**config.mk**
```make
export PLATFORM = sky130hd
export DESIGN_NAME = uart_async_rx_recovery
export DESIGN_NICKNAME = d
export VERILOG_FILES = /design/src/verilog/uart_rx_pkg.sv /design/src/verilog/majority_vote.sv /design/src/verilog/rx_sync.sv /design/src/verilog/uart_async_rx_recovery.sv
export SDC_FILE = /design/constraint.sdc
export NUM_CORES = 1
export LEC_CHECK = 0
export BUFFER_PORTS_ARGS = -buffer_cell sky130_fd_sc_hd__buf_4
export CAP_MARGIN = 0
export CORE_MARGIN = 5
export CORE_UTILIZATION = 25
export CTS_CLUSTER_DIAMETER = 30
export DETAILED_ROUTE_END_ITERATION = 10
export PLACE_DENSITY = 0.44
export SYNTH_ARGS = -nofsm -noshare
export SYNTH_HDL_FRONTEND = slang
export SYNTH_SLANG_ARGS = --single-unit
```
**constraint.sdc**
```tcl
create_clock -name ref_clk -period 3 [get_ports ref_clk]
set_input_delay 0.3 -clock ref_clk [delete_from_list [all_inputs] [get_ports ref_clk]]
set_output_delay 0.3 -clock ref_clk [all_outputs]
set_load 0.02 [all_outputs]
```
**src/verilog/uart_rx_pkg.sv**
```systemverilog
package uart_rx_pkg;

    localparam int ADDR_W = 8;
    localparam int DATA_W = 8;
    localparam int SAMPLE_W = 5;
    localparam int SYNC_STAGES = 3;
    localparam logic IDLE_LEVEL = 1'b1;

    // sample numbering per bit
    localparam logic [SAMPLE_W-1:0] SAMPLE_ZERO = 5'h00;
    localparam logic [SAMPLE_W-1:0] SAMPLE_ONE = 5'h01;
    localparam logic [SAMPLE_W-1:0] NORM_SAMPLES = 5'h10;
    localparam logic [SAMPLE_W-1:0] DBL_SAMPLES = 5'h08;
    localparam logic [SAMPLE_W-1:0] NORM_VOTE_FIRST = 5'h08;
    localparam logic [SAMPLE_W-1:0] DBL_VOTE_FIRST = 5'h04;
    localparam logic [SAMPLE_W-1:0] VOTE_SPAN = 5'h02;
    localparam logic [3:0] MIN_DATA_BITS = 4'h5;
    localparam logic [3:0] DATA_BITS_MAX = 4'h8;

    // register byte addresses
    localparam logic [ADDR_W-1:0] CTRL_ADDR = 8'h00;
    localparam logic [ADDR_W-1:0] STATUS_ADDR = 8'h04;
    localparam logic [ADDR_W-1:0] MASK_ADDR = 8'h08;
    localparam logic [ADDR_W-1:0] DATA_ADDR = 8'h0C;
    localparam logic [ADDR_W-1:0] LINE_ADDR = 8'h10;

    // line register fields
    localparam int LINE_FULL_BIT = 0;
    localparam int LINE_BUSY_BIT = 1;
    localparam int LINE_SAMPLE_LSB = 8;

    typedef enum logic [2:0] {ST_IDLE, ST_START, ST_DATA, ST_PARITY, ST_STOP} rx_state_type;

    typedef struct packed {
        logic [1:0] char_size;
        logic parity_odd;
        logic parity_en;
        logic double_speed_select;
        logic rx_enable;
    } ctrl_type;

    typedef struct packed {
        logic overrun;
        logic noise;
        logic parity_err;
        logic frame_err;
        logic done;
    } event_type;

    typedef struct packed {
        logic parity_err;
        logic frame_error_flag;
        logic [DATA_W-1:0] data;
    } frame_type;

    localparam ctrl_type CTRL_RESET = '0;
    localparam event_type EVENT_NONE = '0;

endpackage
```
**src/verilog/majority_vote.sv**
```systemverilog
`timescale 1ns/1ps
module majority_vote (
    input wire logic a,
    input wire logic b,
    input wire logic c,
    output logic y
);
    // two of three wins
    assign y = (a & b) | (a & c) | (b & c);
endmodule

```
**src/verilog/rx_sync.sv**
```systemverilog
`timescale 1ns/1ps
module rx_sync
    import uart_rx_pkg::*;
(
    input wire logic ref_clk,
    input wire logic reset,
    input wire logic clk_en,
    input wire logic din,
    output logic dout
);
    logic [SYNC_STAGES-1:0] stage_q;
    logic agree;

    assign agree = (stage_q[2] == stage_q[1]);

    // three stages, output follows once the last two agree
    always_ff @(posedge ref_clk or posedge reset) begin
        if (reset) begin
            stage_q <= {SYNC_STAGES{IDLE_LEVEL}};
            dout <= IDLE_LEVEL;
        end else if (clk_en) begin
            stage_q <= {stage_q[1:0], din};
            if (agree) begin
                dout <= stage_q[1];
            end
        end
    end
endmodule

```
**src/verilog/uart_async_rx_recovery.sv**
```systemverilog
// Decided for this implementation: the register addresses and the APB register port.
`timescale 1ns/1ps
module uart_async_rx_recovery
    import uart_rx_pkg::*;
(
    input wire logic ref_clk,
    input wire logic reset,
    input wire logic clk_en,
    input wire logic sample_tick,
    input wire logic rx_serial,
    input wire logic [ADDR_W-1:0] paddr,
    input wire logic psel,
    input wire logic penable,
    input wire logic pwrite,
    input wire logic [31:0] pwdata,
    output logic [31:0] prdata,
    output logic pready,
    output logic pslverr,
    output logic irq
);
    ctrl_type ctrl_q;
    event_type status_q;
    event_type mask_q;
    event_type events;
    frame_type frame_q;
    rx_state_type state_q;
    rx_state_type bit_next;
    logic rx_full_q;
    logic [31:0] prdata_q;
    logic [31:0] rdata_mux;
    logic line;
    logic line_prev_q;
    logic [SAMPLE_W-1:0] sample_q;
    logic [SAMPLE_W-1:0] sample_n;
    logic [SAMPLE_W-1:0] bit_len;
    logic [SAMPLE_W-1:0] vote_first;
    logic [SAMPLE_W-1:0] vote_last;
    logic [3:0] bit_idx_q;
    logic [3:0] data_bits;
    logic [DATA_W-1:0] shift_q;
    logic [DATA_W-1:0] aligned;
    logic [1:0] vote_q;
    logic par_q;
    logic step;
    logic busy;
    logic vote_bit;
    logic vote_now;
    logic bit_end;
    logic in_vote;
    logic frame_done;
    logic noise;
    logic par_err_now;
    logic start_edge;
    logic acc;
    logic setup;
    logic mapped;
    logic data_rd;
    logic load_frame;

    // line synchroniser and voter
    rx_sync u_sync (
        .ref_clk(ref_clk),
        .reset(reset),
        .clk_en(clk_en),
        .din(rx_serial),
        .dout(line)
    );

    majority_vote u_vote (
        .a(vote_q[1]),
        .b(vote_q[0]),
        .c(line),
        .y(vote_bit)
    );

    // timing of one bit in the selected speed
    assign step = clk_en & sample_tick;
    assign busy = (state_q != ST_IDLE);
    assign bit_len = ctrl_q.double_speed_select ? DBL_SAMPLES : NORM_SAMPLES;
    assign vote_first = ctrl_q.double_speed_select ? DBL_VOTE_FIRST : NORM_VOTE_FIRST;
    assign vote_last = vote_first + VOTE_SPAN;
    assign sample_n = (sample_q == bit_len) ? SAMPLE_ONE : sample_q + SAMPLE_ONE;
    assign in_vote = (sample_n >= vote_first) && (sample_n <= vote_last);
    assign vote_now = step && busy && (sample_n == vote_last);
    assign bit_end = step && busy && (sample_n == bit_len);
    assign start_edge = line_prev_q && !line;
    assign noise = vote_now && (state_q == ST_START) && vote_bit;
    assign frame_done = vote_now && (state_q == ST_STOP);
    assign data_bits = MIN_DATA_BITS + {2'b00, ctrl_q.char_size};
    assign aligned = shift_q >> (DATA_BITS_MAX - data_bits);
    assign par_err_now = ctrl_q.parity_en && (par_q != ctrl_q.parity_odd);

    // state following the current bit
    always_comb begin
        case (state_q)
            ST_START: bit_next = ST_DATA;
            ST_DATA: begin
                if (bit_idx_q != data_bits - 4'h1) begin
                    bit_next = ST_DATA;
                end else if (ctrl_q.parity_en) begin
                    bit_next = ST_PARITY;
                end else begin
                    bit_next = ST_STOP;
                end
            end
            ST_PARITY: bit_next = ST_STOP;
            ST_STOP: bit_next = ST_STOP;
            default: bit_next = ST_IDLE;
        endcase
    end

    // recovery state and sample number
    always_ff @(posedge ref_clk or posedge reset) begin
        if (reset) begin
            state_q <= ST_IDLE;
            sample_q <= SAMPLE_ZERO;
        end else if (clk_en) begin
            if (!ctrl_q.rx_enable) begin
                state_q <= ST_IDLE;
                sample_q <= SAMPLE_ZERO;
            end else if (sample_tick) begin
                if (!busy) begin
                    if (start_edge) begin
                        state_q <= ST_START;
                        sample_q <= SAMPLE_ONE;
                    end else begin
                        sample_q <= SAMPLE_ZERO;
                    end
                end else if (noise || frame_done) begin
                    state_q <= ST_IDLE;
                    sample_q <= SAMPLE_ZERO;
                end else begin
                    sample_q <= sample_n;
                    if (sample_n == bit_len) begin
                        state_q <= bit_next;
                    end
                end
            end
        end
    end

    // previous line sample for edge detection
    always_ff @(posedge ref_clk or posedge reset) begin
        if (reset) begin
            line_prev_q <= IDLE_LEVEL;
        end else if (step) begin
            line_prev_q <= line;
        end
    end

    // centre samples kept for the vote
    always_ff @(posedge ref_clk or posedge reset) begin
        if (reset) begin
            vote_q <= '0;
        end else if (step && busy && in_vote) begin
            vote_q <= {vote_q[0], line};
        end
    end

    // data bit counter, restarted at each start bit
    always_ff @(posedge ref_clk or posedge reset) begin
        if (reset) begin
            bit_idx_q <= '0;
        end else if (bit_end) begin
            if (state_q == ST_START) begin
                bit_idx_q <= '0;
            end else if (state_q == ST_DATA) begin
                bit_idx_q <= bit_idx_q + 4'h1;
            end
        end
    end

    // voted data and parity accumulation
    always_ff @(posedge ref_clk or posedge reset) begin
        if (reset) begin
            shift_q <= '0;
            par_q <= 1'b0;
        end else if (bit_end && state_q == ST_START) begin
            par_q <= 1'b0;
        end else if (vote_now && state_q == ST_DATA) begin
            shift_q <= {vote_bit, shift_q[DATA_W-1:1]};
            par_q <= par_q ^ vote_bit;
        end else if (vote_now && state_q == ST_PARITY) begin
            par_q <= par_q ^ vote_bit;
        end
    end

    // register access decode
    assign acc = psel & penable & clk_en;
    assign setup = psel & ~penable & clk_en;
    assign mapped = (paddr == CTRL_ADDR) || (paddr == STATUS_ADDR) || (paddr == MASK_ADDR) ||
                    (paddr == DATA_ADDR) || (paddr == LINE_ADDR);
    assign pready = acc;
    assign pslverr = acc & ~mapped;
    assign prdata = prdata_q;
    assign data_rd = acc && !pwrite && (paddr == DATA_ADDR);
    assign load_frame = frame_done && (!rx_full_q || data_rd);

    // received frame holding register
    always_ff @(posedge ref_clk or posedge reset) begin
        if (reset) begin
            frame_q <= '0;
            rx_full_q <= 1'b0;
        end else if (clk_en) begin
            if (!ctrl_q.rx_enable) begin
                rx_full_q <= 1'b0;
            end else if (load_frame) begin
                frame_q <= {par_err_now, !vote_bit, aligned};
                rx_full_q <= 1'b1;
            end else if (data_rd) begin
                rx_full_q <= 1'b0;
            end
        end
    end

    // events of this frame
    always_comb begin
        events = EVENT_NONE;
        events.done = load_frame;
        events.frame_err = frame_done && !vote_bit;
        events.parity_err = frame_done && par_err_now;
        events.noise = noise;
        events.overrun = frame_done && !load_frame;
    end

    // control, mask and sticky status; a new event wins over the clear
    always_ff @(posedge ref_clk or posedge reset) begin
        if (reset) begin
            ctrl_q <= CTRL_RESET;
            mask_q <= EVENT_NONE;
            status_q <= EVENT_NONE;
        end else if (clk_en) begin
            if (acc && pwrite && paddr == CTRL_ADDR) begin
                ctrl_q <= pwdata[$bits(ctrl_type)-1:0];
            end
            if (acc && pwrite && paddr == MASK_ADDR) begin
                mask_q <= pwdata[$bits(event_type)-1:0];
            end
            if (acc && pwrite && paddr == STATUS_ADDR) begin
                status_q <= (status_q & ~event_type'(pwdata[$bits(event_type)-1:0])) | events;
            end else begin
                status_q <= status_q | events;
            end
        end
    end

    assign irq = |(status_q & mask_q);

    // read mux
    always_comb begin
        rdata_mux = '0;
        case (paddr)
            CTRL_ADDR: rdata_mux[$bits(ctrl_type)-1:0] = ctrl_q;
            STATUS_ADDR: rdata_mux[$bits(event_type)-1:0] = status_q;
            MASK_ADDR: rdata_mux[$bits(event_type)-1:0] = mask_q;
            DATA_ADDR: rdata_mux[$bits(frame_type)-1:0] = frame_q;
            LINE_ADDR: begin
                rdata_mux[LINE_FULL_BIT] = rx_full_q;
                rdata_mux[LINE_BUSY_BIT] = busy;
                rdata_mux[LINE_SAMPLE_LSB +: SAMPLE_W] = sample_q;
            end
            default: rdata_mux = '0;
        endcase
    end

    // read data captured in the setup cycle; clk_en must be high in that cycle
    always_ff @(posedge ref_clk or posedge reset) begin
        if (reset) begin
            prdata_q <= '0;
        end else if (setup) begin
            prdata_q <= pwrite ? 32'h0000_0000 : rdata_mux;
        end
    end
endmodule

```
; Word level (Yosys, flattened, before mapping)
; Index checks and enable logic that the tools add are counted.
[word_totals]
reg_bits = 87
latch_bits = 0
word_cells = 158
romBits = 0
memories = 0
inputBits = 48
ramBits = 0
[classes]
shifts = 1
eq_ne = 18
n_mux = 33
bitwise = 20
n_mul = 0
div = 0
n_lt_le_gt_ge = 2
reduce_logical = 49
add_sub_neg = 6
[ops]
columns = op, n
row1 = $mux W5, 7
row2 = $mux W3, 9
row3 = $logic_and A1 B1 Y1, 23
row4 = $eq A8 B4 Y1 const B, 2
row5 = $eq A5 B5 Y1, 3
row6 = $reduce_and A2 Y1, 7
row7 = $mux W13, 1
row8 = $mux W4, 3
row9 = $pmux W3 S4, 1
row10 = $and A5 B5 Y5, 2
row11 = $or A5 B5 Y5, 2
row12 = $pmux W2 S5, 1
row13 = $and A1 B1 Y1, 9
row14 = $pmux W3 S3, 1
row15 = $eq A8 B3 Y1 const B, 1
row16 = $eq A8 B5 Y1 const B, 1
row17 = $logic_not A8 Y1, 1
row18 = $shr A8 B4 Y8, 1
row19 = $mux W1, 7
row20 = $eq A3 B2 Y1 const B, 2
row21 = $logic_or A1 B1 Y1, 6
row22 = $ne A3 B1 Y1 const B, 2
row23 = $reduce_bool A3 Y1, 2
row24 = $add A4 B2 Y5 const B, 1
row25 = other kinds (27), 34

; Longest topological paths before layout
[logic_depth]
ltp_word = 12
depth_mapped = 12

; Modules after synthesis
; From an unflattened synthesis, not the netlist that was laid out.
[unflattened]
hier_cells = 382
area_unflattened_um2 = 3971.3
[modules_own_cells]
columns = mod, seq_area_each_um2, cells_each, area_per_inst_um2, instances
row1 = uart_async_rx_recovery, 1602.8, 370, 3794.9, 1
row2 = rx_sync, 105.1, 11, 165.2, 1
row3 = majority_vote, 0.0, 1, 11.3, 1

; Worst setup path after synthesis
; No wires, ideal clock.
[synth_path]
path_type = reg2reg
start = register sample_q[0]
end = register shift_q[0]
synth_period_minus_slack_ns = 2.665
stages_incl_launch_ff = 11
setup_time_ns = 0.125
required_ns = 2.875
slack_ns = 0.335
t_arrival_ns = 2.540
cell_sequence = dfrtp_1 inv_1 ha_1 nand4b_1 a31o_1 ha_1 nand4_1 nor3_2 and4_1 buf_2 mux2_2
[synth_via]
elab_chain_len = 7
[synth_rtl]
columns = element, line_no
row1 = "start, declared", uart_async_rx_recovery.sv:33  ; logic [SAMPLE_W-1:0] sample_q;
row2 = "start signal, assigned", uart_async_rx_recovery.sv:133  ; sample_q <= sample_n;
row3 = $add A5 B1 Y5 or $eq A5 B5 Y1 (tied branches), uart_async_rx_recovery.sv:82  ; assign sample_n = (sample_q == bit_len) ? SAMPLE_ONE : sample_q + SAMPLE_ONE;
row4 = $mux W5 (*), uart_async_rx_recovery.sv:82
row5 = $eq A5 B5 Y1, uart_async_rx_recovery.sv:85  ; assign bit_end = step && busy && (sample_n == bit_len);
row6 = $logic_and A1 B1 Y1, uart_async_rx_recovery.sv:85
row7 = $logic_and A1 B1 Y1, uart_async_rx_recovery.sv:178  ; end else if (bit_end && state_q == ST_START) begin
row8 = $not A1 Y1 (no line), n/a
row9 = $reduce_and A2 Y1 (no line) (*), n/a
row10 = "end signal, assigned", uart_async_rx_recovery.sv:181  ; shift_q <= {vote_bit, shift_q[DATA_W-1:1]};
row11 = "end, declared", uart_async_rx_recovery.sv:40  ; logic [DATA_W-1:0] shift_q;
; Mark *: on every way between the ends. The rest lies on a longest branch, timed or not.
; A chain may end at the register's enable or synchronous reset.

; Worst setup path after layout
[layout_path]
start = register sample_q[0]
end = register state_q[0]
[layout_via]
elab_chain_len = 11
[layout_rtl]
columns = element, line_no
row1 = $add A5 B1 Y5 or $eq A5 B5 Y1 (tied branches), uart_async_rx_recovery.sv:82
row2 = $mux W5 (*), uart_async_rx_recovery.sv:82
row3 = $eq A5 B5 Y1, uart_async_rx_recovery.sv:84  ; assign vote_now = step && busy && (sample_n == vote_last);
row4 = $logic_and A1 B1 Y1, uart_async_rx_recovery.sv:84
row5 = $logic_and A1 B1 Y1 (2 in series), uart_async_rx_recovery.sv:87  ; assign noise = vote_now && (state_q == ST_START) && vote_bit;
row6 = $logic_or A1 B1 Y1, uart_async_rx_recovery.sv:129  ; end else if (noise || frame_done) begin
row7 = $mux W3, uart_async_rx_recovery.sv:129
row8 = $mux W3, uart_async_rx_recovery.sv:122  ; if (!busy) begin
row9 = $mux W3, uart_async_rx_recovery.sv:121  ; end else if (sample_tick) begin
row10 = $mux W3, uart_async_rx_recovery.sv:118  ; if (!ctrl_q.rx_enable) begin
row11 = "end signal, assigned", uart_async_rx_recovery.sv:135  ; state_q <= bit_next;
row12 = "end, declared", uart_async_rx_recovery.sv:26  ; rx_state_type state_q;
; Mark *: on every way between the ends. The rest lies on a longest branch, timed or not. The select of a mux whose other input is x is not followed.

==> results.toml <==
[status]
status = "complete, no violations"

[sta]
worst_pin_slew_ns = 0.7327
fin_crit_sh = 0.9491
slew_headroom = 0.5108
hold_viol = 0
fmax_mhz = 351.2
finalSetupViolCount = 0
skew_ns = 0.004105
finalMaxSlewViolations = 0
min_period_ns = 2.847
fin_ws_ns = 0.1527

[finish]
mostFrequentLayoutCells = "62 x dfrtp_1, 52 x nand2_1, 49 x buf_4"
fin_nets = 485
final_common_cell = "dfrtp_1"
area_growth_pct = 20.47
final_area_um2 = 4735
drive_above_1_share = 0.2841
num_antenna_cells = 0
n_fill_cell = 1599

[critical_path]
slowest_delay_ns = 0.45
path_class = "reg -> reg"
cp_cell_sequence = "inv_1 -> ha_2 -> nand4b_1 -> a31o_1 -> ha_1 -> nand4_1 -> buf_4 -> a2111oi_2 -> nor2_1 -> a21oi_1 -> mux2_2"
critPathMaxFanout = 7
cpLargestDelayFamily = "compound AO/OA/AOI/OAI gates"
cp-end-kind = "flop"
crit_buf_inv = 2
critical_path_required_ns = 3.21
cp_slowest_cell = "dfrtp_2"
critPathArrivalTime_ns = 3.06
startpoint_type = "flop"

[logic_synthesis]
netlist_area_um2 = 3930
ys_warn_count = 0
ys_types = 71
synth-seq-area-share = 0.4346
ys.flop_type = "dfrtp_1"
netlist_instances = 384
avgSynthCellArea_um2 = 10.23
async_flop_share = 1.000
ys_ff_latch = 68
synth_edf_count = 0

[die]
dieWidth_um = 135.4
ios = 83
rows = 45
dieArea_um2 = 18330
initial_core_util = 0.2566
design.core.area_um2 = 15310
die_y_um = 135.4

[cts]
cts-htree-levels = 3
cts_tree = "yes"
numCtsBuffers = 9
path_clk_slew_ns = 0.06
insertion_delay_ns = 0.33
hold_buffers = 0
cts_buffer_depth = 2
cts_root_buf = "clkbuf_16"
cts_sinks = 68

[pwr]
p_leak_nw = 2.093
power_density_nw_per_um2 = 508.2
peakVddDrop_uv = 192.3

[hold_path]
worstHoldPathType = "in -> async"

[detailed_routing]
drc = 0
drt-total-wl_um = 10100
wl_per_cell_um = 15.68
ant_nets = 0
vias_per_cell = 4.714
drt_first_pass_iters = 4
via_count = 3036
drt_iter0_drc = 195

[run]
cap_violations = 0

[placement]
pre_cts_ws_ns = 0.06802
port_buffers = 37
place_congestion = 0.7840
postPlaceCellArea_um2 = 4404
hpwl_um = 7585

[grt]
grt_pass1_vias = 2992
grt_pass1_wl_um = 16130
grt_overflow = 0
grt_antenna_before_repair = 0
grt_max_degree = 39
grt_usage = 0.1126
-- metal layers --
metal,vias to the layer above,GRT usage,share of wire
met3,11,0.02266,0.051
met1,1499,0.1566,0.48
met4,0,0.04367,0.016
met2,79,0.1717,0.45
met5,-,0,0
li1,1447,-,-
-- stage by stage --
| stage | instances | util | hold WS, ns | power, mW | TNS [ns] |
|---|---|---|---|---|---|
| after detailed placement | 625 | 0.2876 | 0.4667 | 1.370 | 0 |
| after CTS | 641 | 0.3068 | 0.1329 | 2.439 | 0 |
| after floorplan | 402 | - | 0.4168 | 1.268 | 0 |
| after global placement | 625 | 0.2876 | 0.4639 | 1.362 | 0 |
| final | 644 | 0.3092 | 0.1077 | 2.406 | 0 |
| after global routing | 644 | 0.3092 | 0.1769 | 2.541 | -0.08325 |
-- worst register-to-register path, delay by kind of cell (launching register included) --
kind | cells | cell delay, ns
AO/OA/AOI/OAI | 3 | 0.72
adder cells (fa/ha/maj) | 2 | 0.54
buffers and inverters | 2 | 0.28
flip-flops | 1 | 0.45
multiplexers | 1 | 0.35
AND/OR/NAND/NOR | 3 | 0.41
-- flip-flops by register name, indices dropped and copies added (netlist names), 2 cells and up --
signal	cells
u_sync.stage_q	3
ctrl_q	6
shift_q	8
mask_q	5
status_q	5
sample_q	5
bit_idx_q	4
state_q	3
vote_q	2
frame_q	10
prdata	13
-- layout make-up --
class                           instances  area (um^2)  area share
Clock inverter                          6        65.06     0.01374
Tap cell                              211        264.0     0.05576
Clock buffer                           10        229.0     0.04836
Timing Repair Buffer                   50        387.9     0.08192
Multi-Input combinational cell        285         2027      0.4281
Sequential cell                        68         1709      0.3610
Inverter                               14        52.55     0.01110
-- logic make-up (layout without fill, tap and decap cells) --
group,count (synthesis),in the layout,share of synthesized area
AOI/OAI and AO/OA,89,89,0.1525
xor gates and xnor gates,4,4,0.008916
adders and majority gates,10,10,0.03120
buffers and inverters,49,80,0.07004
DFF,68,68,0.4346
muxes,40,40,0.1270
other,1,19,0.0009542
and+or+nand+nor,123,123,0.1748
-- power breakdown --
part           internal (mW)  switching, mW  total (mW)
Clock                  0.643          0.401        1.04
Sequential             0.970         0.0589        1.03
Combinational          0.127          0.206       0.334
-- synth_stat cells, types with 3 or more instances --
master    instances  area, um^2
nand3_1           4       20.02
mux2i_1           6       60.06
inv_1            14       52.55
a21oi_1          15       75.07
dfrtp_1          63        1577
nor3_1           10       50.05
buf_4            19       142.6
nand2_1          52       195.2
or3_1             3       18.77
nor3b_1           4       30.03
nor2b_1           8       50.05
o21ai_0          33       165.2
mux4_2            5       112.6
dfstp_2           5       131.4
a22oi_1           5       37.54
nand3b_1          3       22.52
mux2_2           29       326.6
buf_2             4       20.02
a32o_1            4       40.04
a221oi_1          5       43.79
clkbuf_1          8       30.03
xnor2_1           3       26.28
nor2_1           11       41.29
ha_1              9       112.6
-- timing repair --
item | in CTS | in global routing
endpoints found under the setup margin | 0 | 24
resized for setup | 0 | 6
buffers inserted | 0 | 3
-- worst paths after layout --
path / start / to / depth (start not counted) / slack, ns
setup / recovery: sample_q[0] / state_q[0] / 11 / 0.15
hold / removal: reset / sample_q[4] / 2 / 0.11
setup reg to reg: sample_q[0] / state_q[0] / 11 / 0.15
hold reg to reg: u_sync.stage_q[0] / u_sync.stage_q[1] / 2 / 0.48
max in group asynchronous: reset / frame_q[8] / 3 / 2.23
min in group ref_clk: pwdata[5] / ctrl_q[5] / 2 / 0.21
Power figures use the tool's default switching activity.
